==> src/include/msm_consts.vh <==
// Constants for the modem status monitor frame serializer
// Notes on behaviour
// - Frame 0 D7 shows correlation active, D6 shows frame sync found.
// - Frame 0 D4..D0: low power, hop, tx command, idle, fault; D5 zero.
// - Frame 1 D7, D6, D5 pulse on rx ok, ack ok, rx error.
// - Each reception result flag is one 20 us high pulse.
// - Frame 1 D4 high while wakeup packet received; D0 always zero.
// - Frame 1 D3..D1 hold last tx result code; top bit repeater reached.
// - Low code bits: 00 reached, 01 no ack, 10 refused, 11 full.
// - Frame 2 D7 input buffer full, D6 input buffer has data.
// - Frame 2 D5 out full, D4 mode 7, D3 overrun, D2 out has data.
// - Frame 3 D7 host out enable, D6 radio rx, D5 host in enable.
// - Frame 3 D4..D0 carry current channel number, 0 to 23.
// - Id code high byte from higher register, low byte from lower.
// - Id code seeds the scrambler and descrambler.
// - Transmission start blocked while carrier sensed, whatever the code.
// - Frame is 4 address bits then 8 data bits, MSB first, 0 to 4.
// - Data valid at clock rise; load rises at each frame end.
// - Two-bit rate field: 00 off, 100 kHz, 1.14 MHz, 8 MHz; the divider ticks at 1.25 MHz and 10 MHz for the last two.
// - Status clock runs at half the divider tick rate.
`ifndef MSM_CONSTS_VH
`define MSM_CONSTS_VH

`define MSM_CLK_HZ        10000000
`define MSM_PULSE_NS      20000
`define MSM_PULSE_CYC     ((`MSM_PULSE_NS * (`MSM_CLK_HZ / 1000000)) / 1000)

`define MSM_RATE1_HZ      100000
`define MSM_RATE2_HZ      1140000
`define MSM_RATE3_HZ      8000000
`define MSM_DIV1          (`MSM_CLK_HZ / `MSM_RATE1_HZ)
`define MSM_DIV2          (`MSM_CLK_HZ / `MSM_RATE2_HZ)
`define MSM_DIV3          (`MSM_CLK_HZ / `MSM_RATE3_HZ)

`define MSM_ADDR_IDLO     4'h4
`define MSM_ADDR_IDHI     4'h5
`define MSM_ADDR_RATE     4'hB
`define MSM_ADDR_STAT     4'hC
`define MSM_RATE_LSB      4
`define MSM_RATE_RST      8'h00
`define MSM_IDLO_RST      8'h00
`define MSM_IDHI_RST      8'h00

`define MSM_FRAME_BITS    12
`define MSM_LAST_FRAME    4'h4

`endif

==> src/design/msm_pulse_stretch.v <==
// Stretches a one-cycle event into a fixed-length pulse
`timescale 1ns/1ps
`include "msm_consts.vh"
module msm_pulse_stretch
(
  // Clock and reset
  input  wire i_core_clk,
  input  wire i_rst,
  // Event in, pulse out
  input  wire i_event,
  output wire o_pulse
);
  localparam [31:0] LEN_W = `MSM_PULSE_CYC;
  localparam [7:0]  LEN   = LEN_W[7:0];
  reg [7:0] cnt_r;

  always @(posedge i_core_clk or posedge i_rst)
  begin
    if (i_rst)
      cnt_r <= 8'h00;
    else if (i_event)
      cnt_r <= LEN;
    else if (cnt_r != 8'h00)
      cnt_r <= cnt_r - 8'h01;
  end

  assign o_pulse = (cnt_r != 8'h00);
endmodule

==> src/design/msm_rate_div.v <==
// Monitor rate divider producing one-cycle tick enables
`timescale 1ns/1ps
`include "msm_consts.vh"
module msm_rate_div
(
  // Clock and reset
  input  wire       i_core_clk,
  input  wire       i_rst,
  // Rate selection and tick
  input  wire [1:0] i_rate_sel,
  output reg        o_tick
);
  localparam [31:0] D1_W = `MSM_DIV1;
  localparam [31:0] D2_W = `MSM_DIV2;
  localparam [31:0] D3_W = `MSM_DIV3;
  localparam [7:0]  D1   = D1_W[7:0];
  localparam [7:0]  D2   = D2_W[7:0];
  localparam [7:0]  D3   = D3_W[7:0];
  reg  [7:0] cnt_r;
  reg  [7:0] limit;

  always @*
  begin
    case (i_rate_sel)
      2'h1:    limit = D1;
      2'h2:    limit = D2;
      2'h3:    limit = (D3 == 8'h00) ? 8'h01 : D3;
      default: limit = 8'h00;
    endcase
  end

  always @(posedge i_core_clk or posedge i_rst)
  begin
    if (i_rst)
    begin
      cnt_r  <= 8'h00;
      o_tick <= 1'b0;
    end
    else if (limit == 8'h00)
    begin
      cnt_r  <= 8'h00;
      o_tick <= 1'b0;
    end
    else if (cnt_r + 8'h01 >= limit)
    begin
      cnt_r  <= 8'h00;
      o_tick <= 1'b1;
    end
    else
    begin
      cnt_r  <= cnt_r + 8'h01;
      o_tick <= 1'b0;
    end
  end
endmodule

==> src/design/msm_status_monitor.v <==
// Status monitor: frame assembly, serializer, id code registers
//
// Chosen here: the placing of the registers and the strobed register port.
`timescale 1ns/1ps
`include "msm_consts.vh"
module msm_status_monitor
(
  // Clock and reset
  input  wire       i_core_clk,
  input  wire       i_rst,
  // Register port
  input  wire [3:0] i_reg_addr,
  input  wire [7:0] i_reg_wdata,
  input  wire       i_reg_wr,
  input  wire       i_reg_rd,
  output reg  [7:0] o_reg_rdata,
  // Frame 0 status
  input  wire       i_corr_active,
  input  wire       i_sync_found,
  input  wire       i_corr_lost,
  input  wire       i_low_power_mode_active,
  input  wire       i_channel_hop_active,
  input  wire       i_tx_cmd_running,
  input  wire       i_radio_idle,
  input  wire       i_sys_fault,
  // Frame 1 status
  input  wire       i_rx_ok_evt,
  input  wire       i_ack_ok_evt,
  input  wire       i_rx_err_evt,
  input  wire       i_wakeup_rx_active,
  input  wire       i_tx_done,
  input  wire       i_tx_repeater_reached,
  input  wire [1:0] i_tx_outcome,
  // Frame 2 status
  input  wire       i_in_buf_full,
  input  wire       i_in_buf_nonempty,
  input  wire       i_out_buf_full,
  input  wire       i_mode7_active,
  input  wire       i_out_buf_overrun,
  input  wire       i_out_buf_nonempty,
  // Frame 3 and 4 status
  input  wire       i_host_out_en,
  input  wire       i_radio_rx_en,
  input  wire       i_host_in_en,
  input  wire [4:0] i_current_channel,
  input  wire [4:0] i_top_state,
  // Transmit gating
  input  wire       i_carrier_sense,
  input  wire       i_tx_request,
  output reg        o_tx_start,
  output reg [15:0] o_scramble_seed,
  // Status serial pins
  output reg        o_status_data,
  output reg        o_status_clk,
  output reg        o_status_load
);
  // Frame length cut to the bit counter width
  localparam [31:0] FRAME_BITS_W = `MSM_FRAME_BITS;
  localparam [3:0]  FRAME_BITS   = FRAME_BITS_W[3:0];
  localparam [3:0] LAST_FRAME = `MSM_LAST_FRAME;
  localparam [2:0] ST_IDLE = 3'b001;
  localparam [2:0] ST_SHIFT = 3'b010;
  localparam [2:0] ST_LOAD = 3'b100;

  reg  [7:0]  id_code_low_byte_r;
  reg  [7:0]  id_code_high_byte_r;
  reg  [7:0]  monitor_rate_reg_r;
  reg         sync_found_r;
  reg  [2:0]  tx_result_code_r;
  reg         carrier_s1_r;
  reg         carrier_s2_r;
  reg  [2:0]  state_r;
  reg  [3:0]  frame_addr_r;
  reg  [3:0]  bit_cnt_r;
  reg  [11:0] shift_r;
  reg         phase_r;
  wire        tick;
  wire        rx_ok_pulse;
  wire        ack_ok_pulse;
  wire        rx_err_pulse;
  wire [1:0]  rate_sel;

  assign rate_sel = monitor_rate_reg_r[`MSM_RATE_LSB+1:`MSM_RATE_LSB];

  // Assembles the status byte for one frame address
  function [7:0] frame_byte;
    input [3:0] addr;
    begin
      case (addr)
        4'h0: frame_byte = {i_corr_active, sync_found_r, 1'b0,
                            i_low_power_mode_active,
                            i_channel_hop_active, i_tx_cmd_running,
                            i_radio_idle, i_sys_fault};
        4'h1: frame_byte = {rx_ok_pulse, ack_ok_pulse, rx_err_pulse,
                            i_wakeup_rx_active, tx_result_code_r,
                            1'b0};
        4'h2: frame_byte = {i_in_buf_full, i_in_buf_nonempty,
                            i_out_buf_full, i_mode7_active,
                            i_out_buf_overrun, i_out_buf_nonempty,
                            2'b00};
        4'h3: frame_byte = {i_host_out_en, i_radio_rx_en, i_host_in_en,
                            i_current_channel};
        4'h4: frame_byte = {3'b000, i_top_state};
        default: frame_byte = 8'h00;
      endcase
    end
  endfunction

  msm_pulse_stretch u_rx_ok
  (
    .i_core_clk (i_core_clk),
    .i_rst      (i_rst),
    .i_event    (i_rx_ok_evt),
    .o_pulse    (rx_ok_pulse)
  );

  msm_pulse_stretch u_ack_ok
  (
    .i_core_clk (i_core_clk),
    .i_rst      (i_rst),
    .i_event    (i_ack_ok_evt),
    .o_pulse    (ack_ok_pulse)
  );

  msm_pulse_stretch u_rx_err
  (
    .i_core_clk (i_core_clk),
    .i_rst      (i_rst),
    .i_event    (i_rx_err_evt),
    .o_pulse    (rx_err_pulse)
  );

  msm_rate_div u_div
  (
    .i_core_clk (i_core_clk),
    .i_rst      (i_rst),
    .i_rate_sel (rate_sel),
    .o_tick     (tick)
  );

  // Write strobe aimed at one register address
  function reg_hit;
    input [3:0] addr;
    begin
      reg_hit = i_reg_wr && (i_reg_addr == addr);
    end
  endfunction

  // Read value of one register address; unmapped reads give zero
  function [7:0] reg_value;
    input [3:0] addr;
    begin
      case (addr)
        `MSM_ADDR_IDLO: reg_value = id_code_low_byte_r;
        `MSM_ADDR_IDHI: reg_value = id_code_high_byte_r;
        `MSM_ADDR_RATE: reg_value = monitor_rate_reg_r;
        `MSM_ADDR_STAT: reg_value = {4'h0, frame_addr_r};
        default:        reg_value = 8'h00;
      endcase
    end
  endfunction

  // Id code byte registers
  always @(posedge i_core_clk or posedge i_rst)
  begin
    if (i_rst)
    begin
      id_code_low_byte_r  <= `MSM_IDLO_RST;
      id_code_high_byte_r <= `MSM_IDHI_RST;
    end
    else
    begin
      if (reg_hit(`MSM_ADDR_IDLO))
        id_code_low_byte_r  <= i_reg_wdata;
      if (reg_hit(`MSM_ADDR_IDHI))
        id_code_high_byte_r <= i_reg_wdata;
    end
  end

  // Monitor rate register, its field selects the divider
  always @(posedge i_core_clk or posedge i_rst)
  begin
    if (i_rst)
      monitor_rate_reg_r <= `MSM_RATE_RST;
    else if (reg_hit(`MSM_ADDR_RATE))
      monitor_rate_reg_r <= i_reg_wdata;
  end

  // Register reads, one cycle later
  always @(posedge i_core_clk or posedge i_rst)
  begin
    if (i_rst)
      o_reg_rdata <= 8'h00;
    else if (i_reg_rd)
      o_reg_rdata <= reg_value(i_reg_addr);
    else
      o_reg_rdata <= 8'h00;
  end

  // Scrambler seed follows the id code registers
  always @(posedge i_core_clk or posedge i_rst)
  begin
    if (i_rst)
      o_scramble_seed <= 16'h0000;
    else
      o_scramble_seed <= {id_code_high_byte_r,
                          id_code_low_byte_r};
  end

  // Frame sync latch, a set wins over a clear in the same cycle
  always @(posedge i_core_clk or posedge i_rst)
  begin
    if (i_rst)
      sync_found_r <= 1'b0;
    else if (i_sync_found)
      sync_found_r <= 1'b1;
    else if (i_corr_lost)
      sync_found_r <= 1'b0;
  end

  // Result code of the last transmit command
  always @(posedge i_core_clk or posedge i_rst)
  begin
    if (i_rst)
      tx_result_code_r <= 3'h0;
    else if (i_tx_done)
      tx_result_code_r <= {i_tx_repeater_reached,
                           i_tx_outcome};
  end

  // Carrier pin synchroniser; no start while carrier is sensed
  always @(posedge i_core_clk or posedge i_rst)
  begin
    if (i_rst)
    begin
      carrier_s1_r <= 1'b0;
      carrier_s2_r <= 1'b0;
      o_tx_start   <= 1'b0;
    end
    else
    begin
      carrier_s1_r <= i_carrier_sense;
      carrier_s2_r <= carrier_s1_r;
      o_tx_start   <= i_tx_request & ~carrier_s2_r;
    end
  end

  // Serializer: one bit per two ticks, clock rises mid-bit
  always @(posedge i_core_clk or posedge i_rst)
  begin
    if (i_rst)
    begin
      state_r       <= ST_IDLE;
      frame_addr_r  <= 4'h0;
      bit_cnt_r     <= 4'h0;
      shift_r       <= 12'h000;
      phase_r       <= 1'b0;
      o_status_data <= 1'b0;
      o_status_clk  <= 1'b0;
      o_status_load <= 1'b0;
    end
    else if (rate_sel == 2'b00)
    begin
      state_r       <= ST_IDLE;
      frame_addr_r  <= 4'h0;
      phase_r       <= 1'b0;
      o_status_data <= 1'b0;
      o_status_clk  <= 1'b0;
      o_status_load <= 1'b0;
    end
    else if (tick)
    begin
      case (state_r)
        ST_IDLE:
        begin
          shift_r   <= {frame_addr_r, frame_byte(frame_addr_r)};
          bit_cnt_r <= 4'h0;
          phase_r   <= 1'b0;
          o_status_load <= 1'b0;
          state_r   <= ST_SHIFT;
        end
        ST_SHIFT:
        begin
          phase_r <= ~phase_r;
          if (!phase_r)
          begin
            o_status_data <= shift_r[11];
            o_status_clk  <= 1'b0;
          end
          else
          begin
            o_status_clk <= 1'b1;
            shift_r      <= {shift_r[10:0], 1'b0};
            if (bit_cnt_r == FRAME_BITS - 4'h1)
              state_r <= ST_LOAD;
            else
              bit_cnt_r <= bit_cnt_r + 4'h1;
          end
        end
        ST_LOAD:
        begin
          o_status_clk  <= 1'b0;
          o_status_load <= 1'b1;
          frame_addr_r  <= (frame_addr_r == LAST_FRAME) ? 4'h0
                           : frame_addr_r + 4'h1;
          state_r       <= ST_IDLE;
        end
        default: state_r <= ST_IDLE;
      endcase
    end
  end
endmodule

==> config.mk <==
export PLATFORM = sky130hd
export DESIGN_NAME = msm_status_monitor
export DESIGN_NICKNAME = d
export VERILOG_FILES = /design/src/design/msm_pulse_stretch.v /design/src/design/msm_rate_div.v /design/src/design/msm_status_monitor.v
export VERILOG_INCLUDE_DIRS = /design/src /design/src/include
export SDC_FILE = /design/constraint.sdc
export NUM_CORES = 1
export LEC_CHECK = 0
export BUFFER_PORTS_ARGS = -buffer_cell sky130_fd_sc_hd__buf_2
export CORE_MARGIN = 2
export CORE_UTILIZATION = 45
export CTS_BUF_LIST = sky130_fd_sc_hd__clkbuf_2
export DETAILED_ROUTE_END_ITERATION = 10
export PLACE_DENSITY = 0.7
export SETUP_SLACK_MARGIN = 0.2
export SLEW_MARGIN = 20
export SYNTH_ARGS = -nofsm -noshare
export SYNTH_HDL_FRONTEND = slang
export SYNTH_SLANG_ARGS = --single-unit
==> constraint.sdc <==
create_clock -name i_core_clk -period 3.25 [get_ports i_core_clk]
set_input_delay 0.325 -clock i_core_clk [delete_from_list [all_inputs] [get_ports i_core_clk]]
set_output_delay 0.325 -clock i_core_clk [all_outputs]
set_load 0.03 [all_outputs]
### Word-level counts from Yosys, hierarchy flattened

Cells that the tools add are included.
W data, S select, Z words.

* register bits: 115
* bits of input ports: 53
* logic and storage cells: 126

* $lt $le $gt $ge: 1
* reductions and logical operators: 28
* multiplexer cells: 44
* equality and inequality tests: 20
* bitwise gates (word level): 4
* add/subtract/negate cells: 6

Operators by type and width (number)
* $mux W8: 9
* $pmux W8 S5: 1
* $pmux W8 S4: 1
* $mux W4: 6
* $pmux W12 S2: 1
* $reduce_bool A8 Y1: 3
* $sub A8 B1 Y8 const B: 3
* $pmux W7 S3: 1
* $reduce_bool A2 Y1: 8
* $mux W1: 15
* $eq A4 B3 Y1 const B: 3
* $eq A4 B4 Y1 const B: 3
* $mux W12: 1
* $mux W3: 4
* $reduce_bool A3 Y1: 3
* $add A4 B1 Y4 const B: 2
* $add A8 B1 Y8 const B: 1
* $eq A4 B2 Y1 const B: 2
* $ge A8 B7 Y1: 1
* $logic_not A8 Y1: 1
* $pmux W4 S2: 1
* $reduce_and A2 Y1: 4
* $ne A3 B3 Y1 const B: 2
* $pmux W1 S2: 3
* other kinds (17): 24

### Depth between registers and ports, before layout

* word-level depth: 6
* depth in mapped cells: 9

### By module

From an unflattened synthesis, not the netlist that was laid out.

* cells, all modules: 536
* area, all modules: 5791.8 µm²

Modules (own cells, without submodules)
* msm_status_monitor: area an instance 3731.1 µm², instances 1, cells each 330, sequential area each 2053.2 µm²
* msm_pulse_stretch: area an instance 475.5 µm², instances 3, cells each 48, sequential area each 200.2 µm²
* msm_rate_div: area an instance 634.4 µm², instances 1, cells each 62, sequential area each 225.2 µm²

### Least setup slack after synthesis

No wires, ideal clock.

* path type: register -> register
* from: reg u_div.cnt_r[0]
* to: reg u_div.cnt_r[1]
* cell stages (with the launch flop): 10
* setup slack: 0.996 ns
* required time: 3.145 ns
* clock period less this slack: 2.254 ns
* data arrival time: 2.149 ns
* buffers on the path: 1
* cell sequence: dfrtp_1 ha_1 nand2_1 or2_2 xor2_1 inv_1 ha_1 or3b_2 clkbuf_1 nor4b_1

* word-level cells in the longest chain between the ends: 4

RTL lines
* start, declared: line msm_rate_div.v:19 `reg [7:0] cnt_r;`
* start signal, assigned: line msm_rate_div.v:51 `cnt_r <= cnt_r + 8'h01;`
* $add A8 B1 Y8 (*): line msm_rate_div.v:44, msm_rate_div.v:51
* $ge A8 B7 Y1: line msm_rate_div.v:44 `else if (cnt_r + 8'h01 >= limit)`
* $mux W8 (*): line msm_rate_div.v:44
* $mux W8 (*): line msm_rate_div.v:39 `else if (limit == 8'h00)`

Mark *: on every way between the ends. The rest lies on a longest branch, timed or not.
A chain may end at the register's enable or synchronous reset.

### Worst setup path after layout

* from: reg u_rx_err.cnt_r[4]
* to: reg shift_r[5]

* word-level cells in the longest chain between the ends: 3

RTL lines
* start, declared: line msm_pulse_stretch.v:15 `reg [7:0] cnt_r;`
* start signal, assigned: line msm_pulse_stretch.v:24 `cnt_r <= cnt_r - 8'h01;`
* $reduce_bool A8 Y1: line msm_pulse_stretch.v:27 `assign o_pulse = (cnt_r != 8'h00);`
* $pmux W8 S5: line msm_status_monitor.v:89 `case (addr)`
* $pmux W12 S2: line msm_status_monitor.v:273 `case (state_r)`
* end signal, assigned: line msm_status_monitor.v:276 `shift_r <= {frame_addr_r, frame_byte(frame_addr_r)};`
* end signal, assigned: line msm_status_monitor.v:293 `shift_r <= {shift_r[10:0], 1'b0};`
* end, declared: line msm_status_monitor.v:75 `reg [11:0] shift_r;`

No other way between the ends.

==> metrics.yaml <==
placed_design:
  gp_congestion: 0.8055
  port_buffers: 80
  dpl.hpwl_um: 8024
  dp_slack_ns: 0.8772
synth:
  syn_area_mm2: 0.005488
  yosysWarnings: 0
  ys_seq_area_share_pct: 52.46
  yosys-top-cells-count: "dfrtp_1, nor2_1, a21oi_1"
  synth_fp_nets: 578
  synthCells: 508
  synthTopCellsByArea: "dfrtp_1, mux2_2, ha_1"
  synth_ff_type: "dfrtp_1"
  yosysMostFrequentCell: "dfrtp_1"
  synth_area_per_cell_um2: 10.80
  yosysTopAreaCellShare_pct: 51.98
  synth-seq-cells: 115
  synthDistinctLibCells: 60
  ys_async_sr_fraction_pct: 100.0
  yosys.area.top_type: "dfrtp_1"
  synth_edf_count: 0
routing:
  m1WireLength_um: 5093
  routed_via_density: 5.602
  vias: 4353
  maxUsedRoutingLayer: "met4"
  drtPass1Iterations: 6
  drtIter0Drc: 285
  wl_met2_um: 6069
  wl_met3_um: 413
  postRouteAntennaNets: 0
  drc_errors: 0
  wl_per_cell_um: 15.39
  drt_wl_total_um: 11960
setup_path:
  reg2regPathDepth: 5
  crit_type: "register to register"
  cp_top_family: "simple AND/OR/NAND/NOR gates"
  worst-r2r-setup-slack_ns: 0.76
  start_kind: "register"
  cp.arrival_ns: 3.06
  worstReg2RegEnd: "shift_r[5]"
  r2r_start: "u_rx_err.cnt_r[4]"
  crit_required_ns: 3.82
  critPathCaptureType: "register"
  startpoint: "u_rx_err.cnt_r[4]"
  cp_num_buf_inv: 1
  cp_num_cells: 5
  path_max_fanout: 6
  crit_end: "shift_r[5]"
  cp_cell_sequence: "or4_4 -> or3_4 -> a222oi_1 -> dlygate4sd3_1 -> o21ai_1"
  cp_slowest_stage_delay_ns: 0.61
  cp_slowest_cell: "dlygate4sd3_1"
hold_path:
  hold_class: "input pin to register"
global_routing:
  grt_pass1_vias: 4448
  antenna_found_initial: 1
  grt_max_degree: 41
  grt_pass1_wl_um: 20430
  overflow: 0
  grt_usage_pct: 19.80
sta:
  tightest_slew_ns: 0.9335
  finalSetupTns_ns: 0
  maxSlewViolCount: 0
  rsz0062_at_grt: "no"
  hold_viol: 0
  fin_crit_ns: 2.489
  relSlewSlack_pct: 37.64
  period_share_pct: 76.58
  max_freq_ghz: 0.4018
  fin_skew_ns: 0.02269
  setup_ws_ns: 0.7612
  setup_violations: 0
clock_network:
  clockRootBuffer: "clkbuf_2"
  cts_tree: "yes"
  h-tree-depth: 4
  clock_latency_ns: 0.68
  cts_max_path_buffers: 2
  cts_inserted_buffers: 17
  post_cts_buffers: 0
  path_clk_slew_ns: 0.16
  cts_resized: 0
  cts.sinks: 115
run:
  max_cap_viol_count: 0
power_and_ir_drop:
  p_per_area_mw_per_mm2: 530.8
  vdd_drop_max_v: 0.0003349
  leakage_nw: 2.923
final_layout:
  nNetsFinal: 687
  drive_gt1_share_pct: 25.64
  fill_cells: 1033
  area_delta_synth_final_pct: 18.63
  seqCellArea_mm2: 0.002879
  multi_input_area_mm2: 0.002454
floorplanning:
  dieArea_mm2: 0.01309
  top_level_ports: 81
  row_count: 40
  start_util_pct: 45.88
  chipWidth_um: 114.4
  core_area_mm2: 0.01196
  die_h_um: 114.4
run_status:
  outcome: "complete, no violations"
==> worst min-delay path by stage <==
stage / end / cells past startpoint / start / slack, ns
CTS: shift_r[6] / 4 / i_in_buf_nonempty / 0.01
global route: shift_r[4] / 4 / i_top_state[4] / 0.05
global placement: carrier_s2_r / 0 / carrier_s1_r / 0.34
detailed placement: carrier_s2_r / 0 / carrier_s1_r / 0.34
finish: shift_r[1] / 5 / i_top_state[1] / 0.09
floorplan: carrier_s2_r / 0 / carrier_s1_r / 0.33
==> flip-flops by register name, indices dropped and copies added, names as in the netlist, 8 cells and up <==
signal               cells
shift_r                 12
o_reg_rdata              8
u_div.cnt_r              8
u_rx_err.cnt_r           8
o_scramble_seed         16
id_code_high_byte_r      8
u_rx_ok.cnt_r            8
monitor_rate_reg_r       8
u_ack_ok.cnt_r           8
id_code_low_byte_r       8
==> layer usage <==
| metal | global-route usage [%] | up-vias |
|---|---|---|
| li1 | - | 2061 |
| met1 | 23.97 | 2155 |
| met2 | 32.86 | 102 |
| met3 | 4.341 | 35 |
| met4 | 10.98 | 0 |
| met5 | 0 | - |
==> cell type report <==
type,instances,area share [%]
sequential,115,44.22
tap,147,2.825
clock buffer,18,1.384
multi-input combinational,353,37.69
clock inverter,12,1.441
timing repair buffer,112,11.26
inverter,18,1.096
antenna,2,0.07688
==> tightest hold or removal path, delay by kind of cell <==
| family | cells | cell delay, ns |
|---|---|---|
| AND/OR/NAND/NOR | 2 | 0.15 |
| AO/OA/AOI/OAI | 2 | 0.16 |
| buffers and inverters | 1 | 0.08 |
==> power by group <==
part / internal (mW) / leakage [nW] / switching (mW) / total [mW]
clock network: 0.258 / 0.116 / 0.518 / 0.775
logic: 0.357 / 1.37 / 0.459 / 0.816
registers: 1.66 / 1.44 / 0.201 / 1.86
==> kinds of logic after synthesis <==
family,after synthesis,synth area share [%]
fa+ha+maj,17,3.876
buf+inv,40,2.827
mux,38,7.661
other cells,1,0.06833
simple gates,161,16.44
compound gates,120,14.11
xor+xnor,16,2.554
flops,115,52.46
==> placed cells by master (no fill, tap or decap), drive strengths merged, types with 17 or more instances in the layout <==
master,instances
o21ai,29
nor2,42
buf,85
nand2,24
a21oi,37
ha,17
clkbuf,18
inv,17
mux2,32
dfrtp,114
dlygate4sd3,27
==> through the flow <==
step                power [mW]  util [%]  hold WS [ns]  cells  area, um2
global placement         2.638     50.59        0.3364    718       6051
floorplan                2.436         -        0.3312    508       5492
global route             3.691     54.40       0.04930    776       6507
detailed placement       2.676     50.59        0.3449    718       6051
CTS                      3.494     54.38       0.01077    775       6505
finish                   3.456     54.42       0.08836    777       6510
==> timing repair <==
action / in CTS / in global routing
setup endpoints to repair: 0 / 0
endpoints found under the hold margin: 100 / 0
hold buffers: 27 / 0
Power figures use the tool's default switching activity.
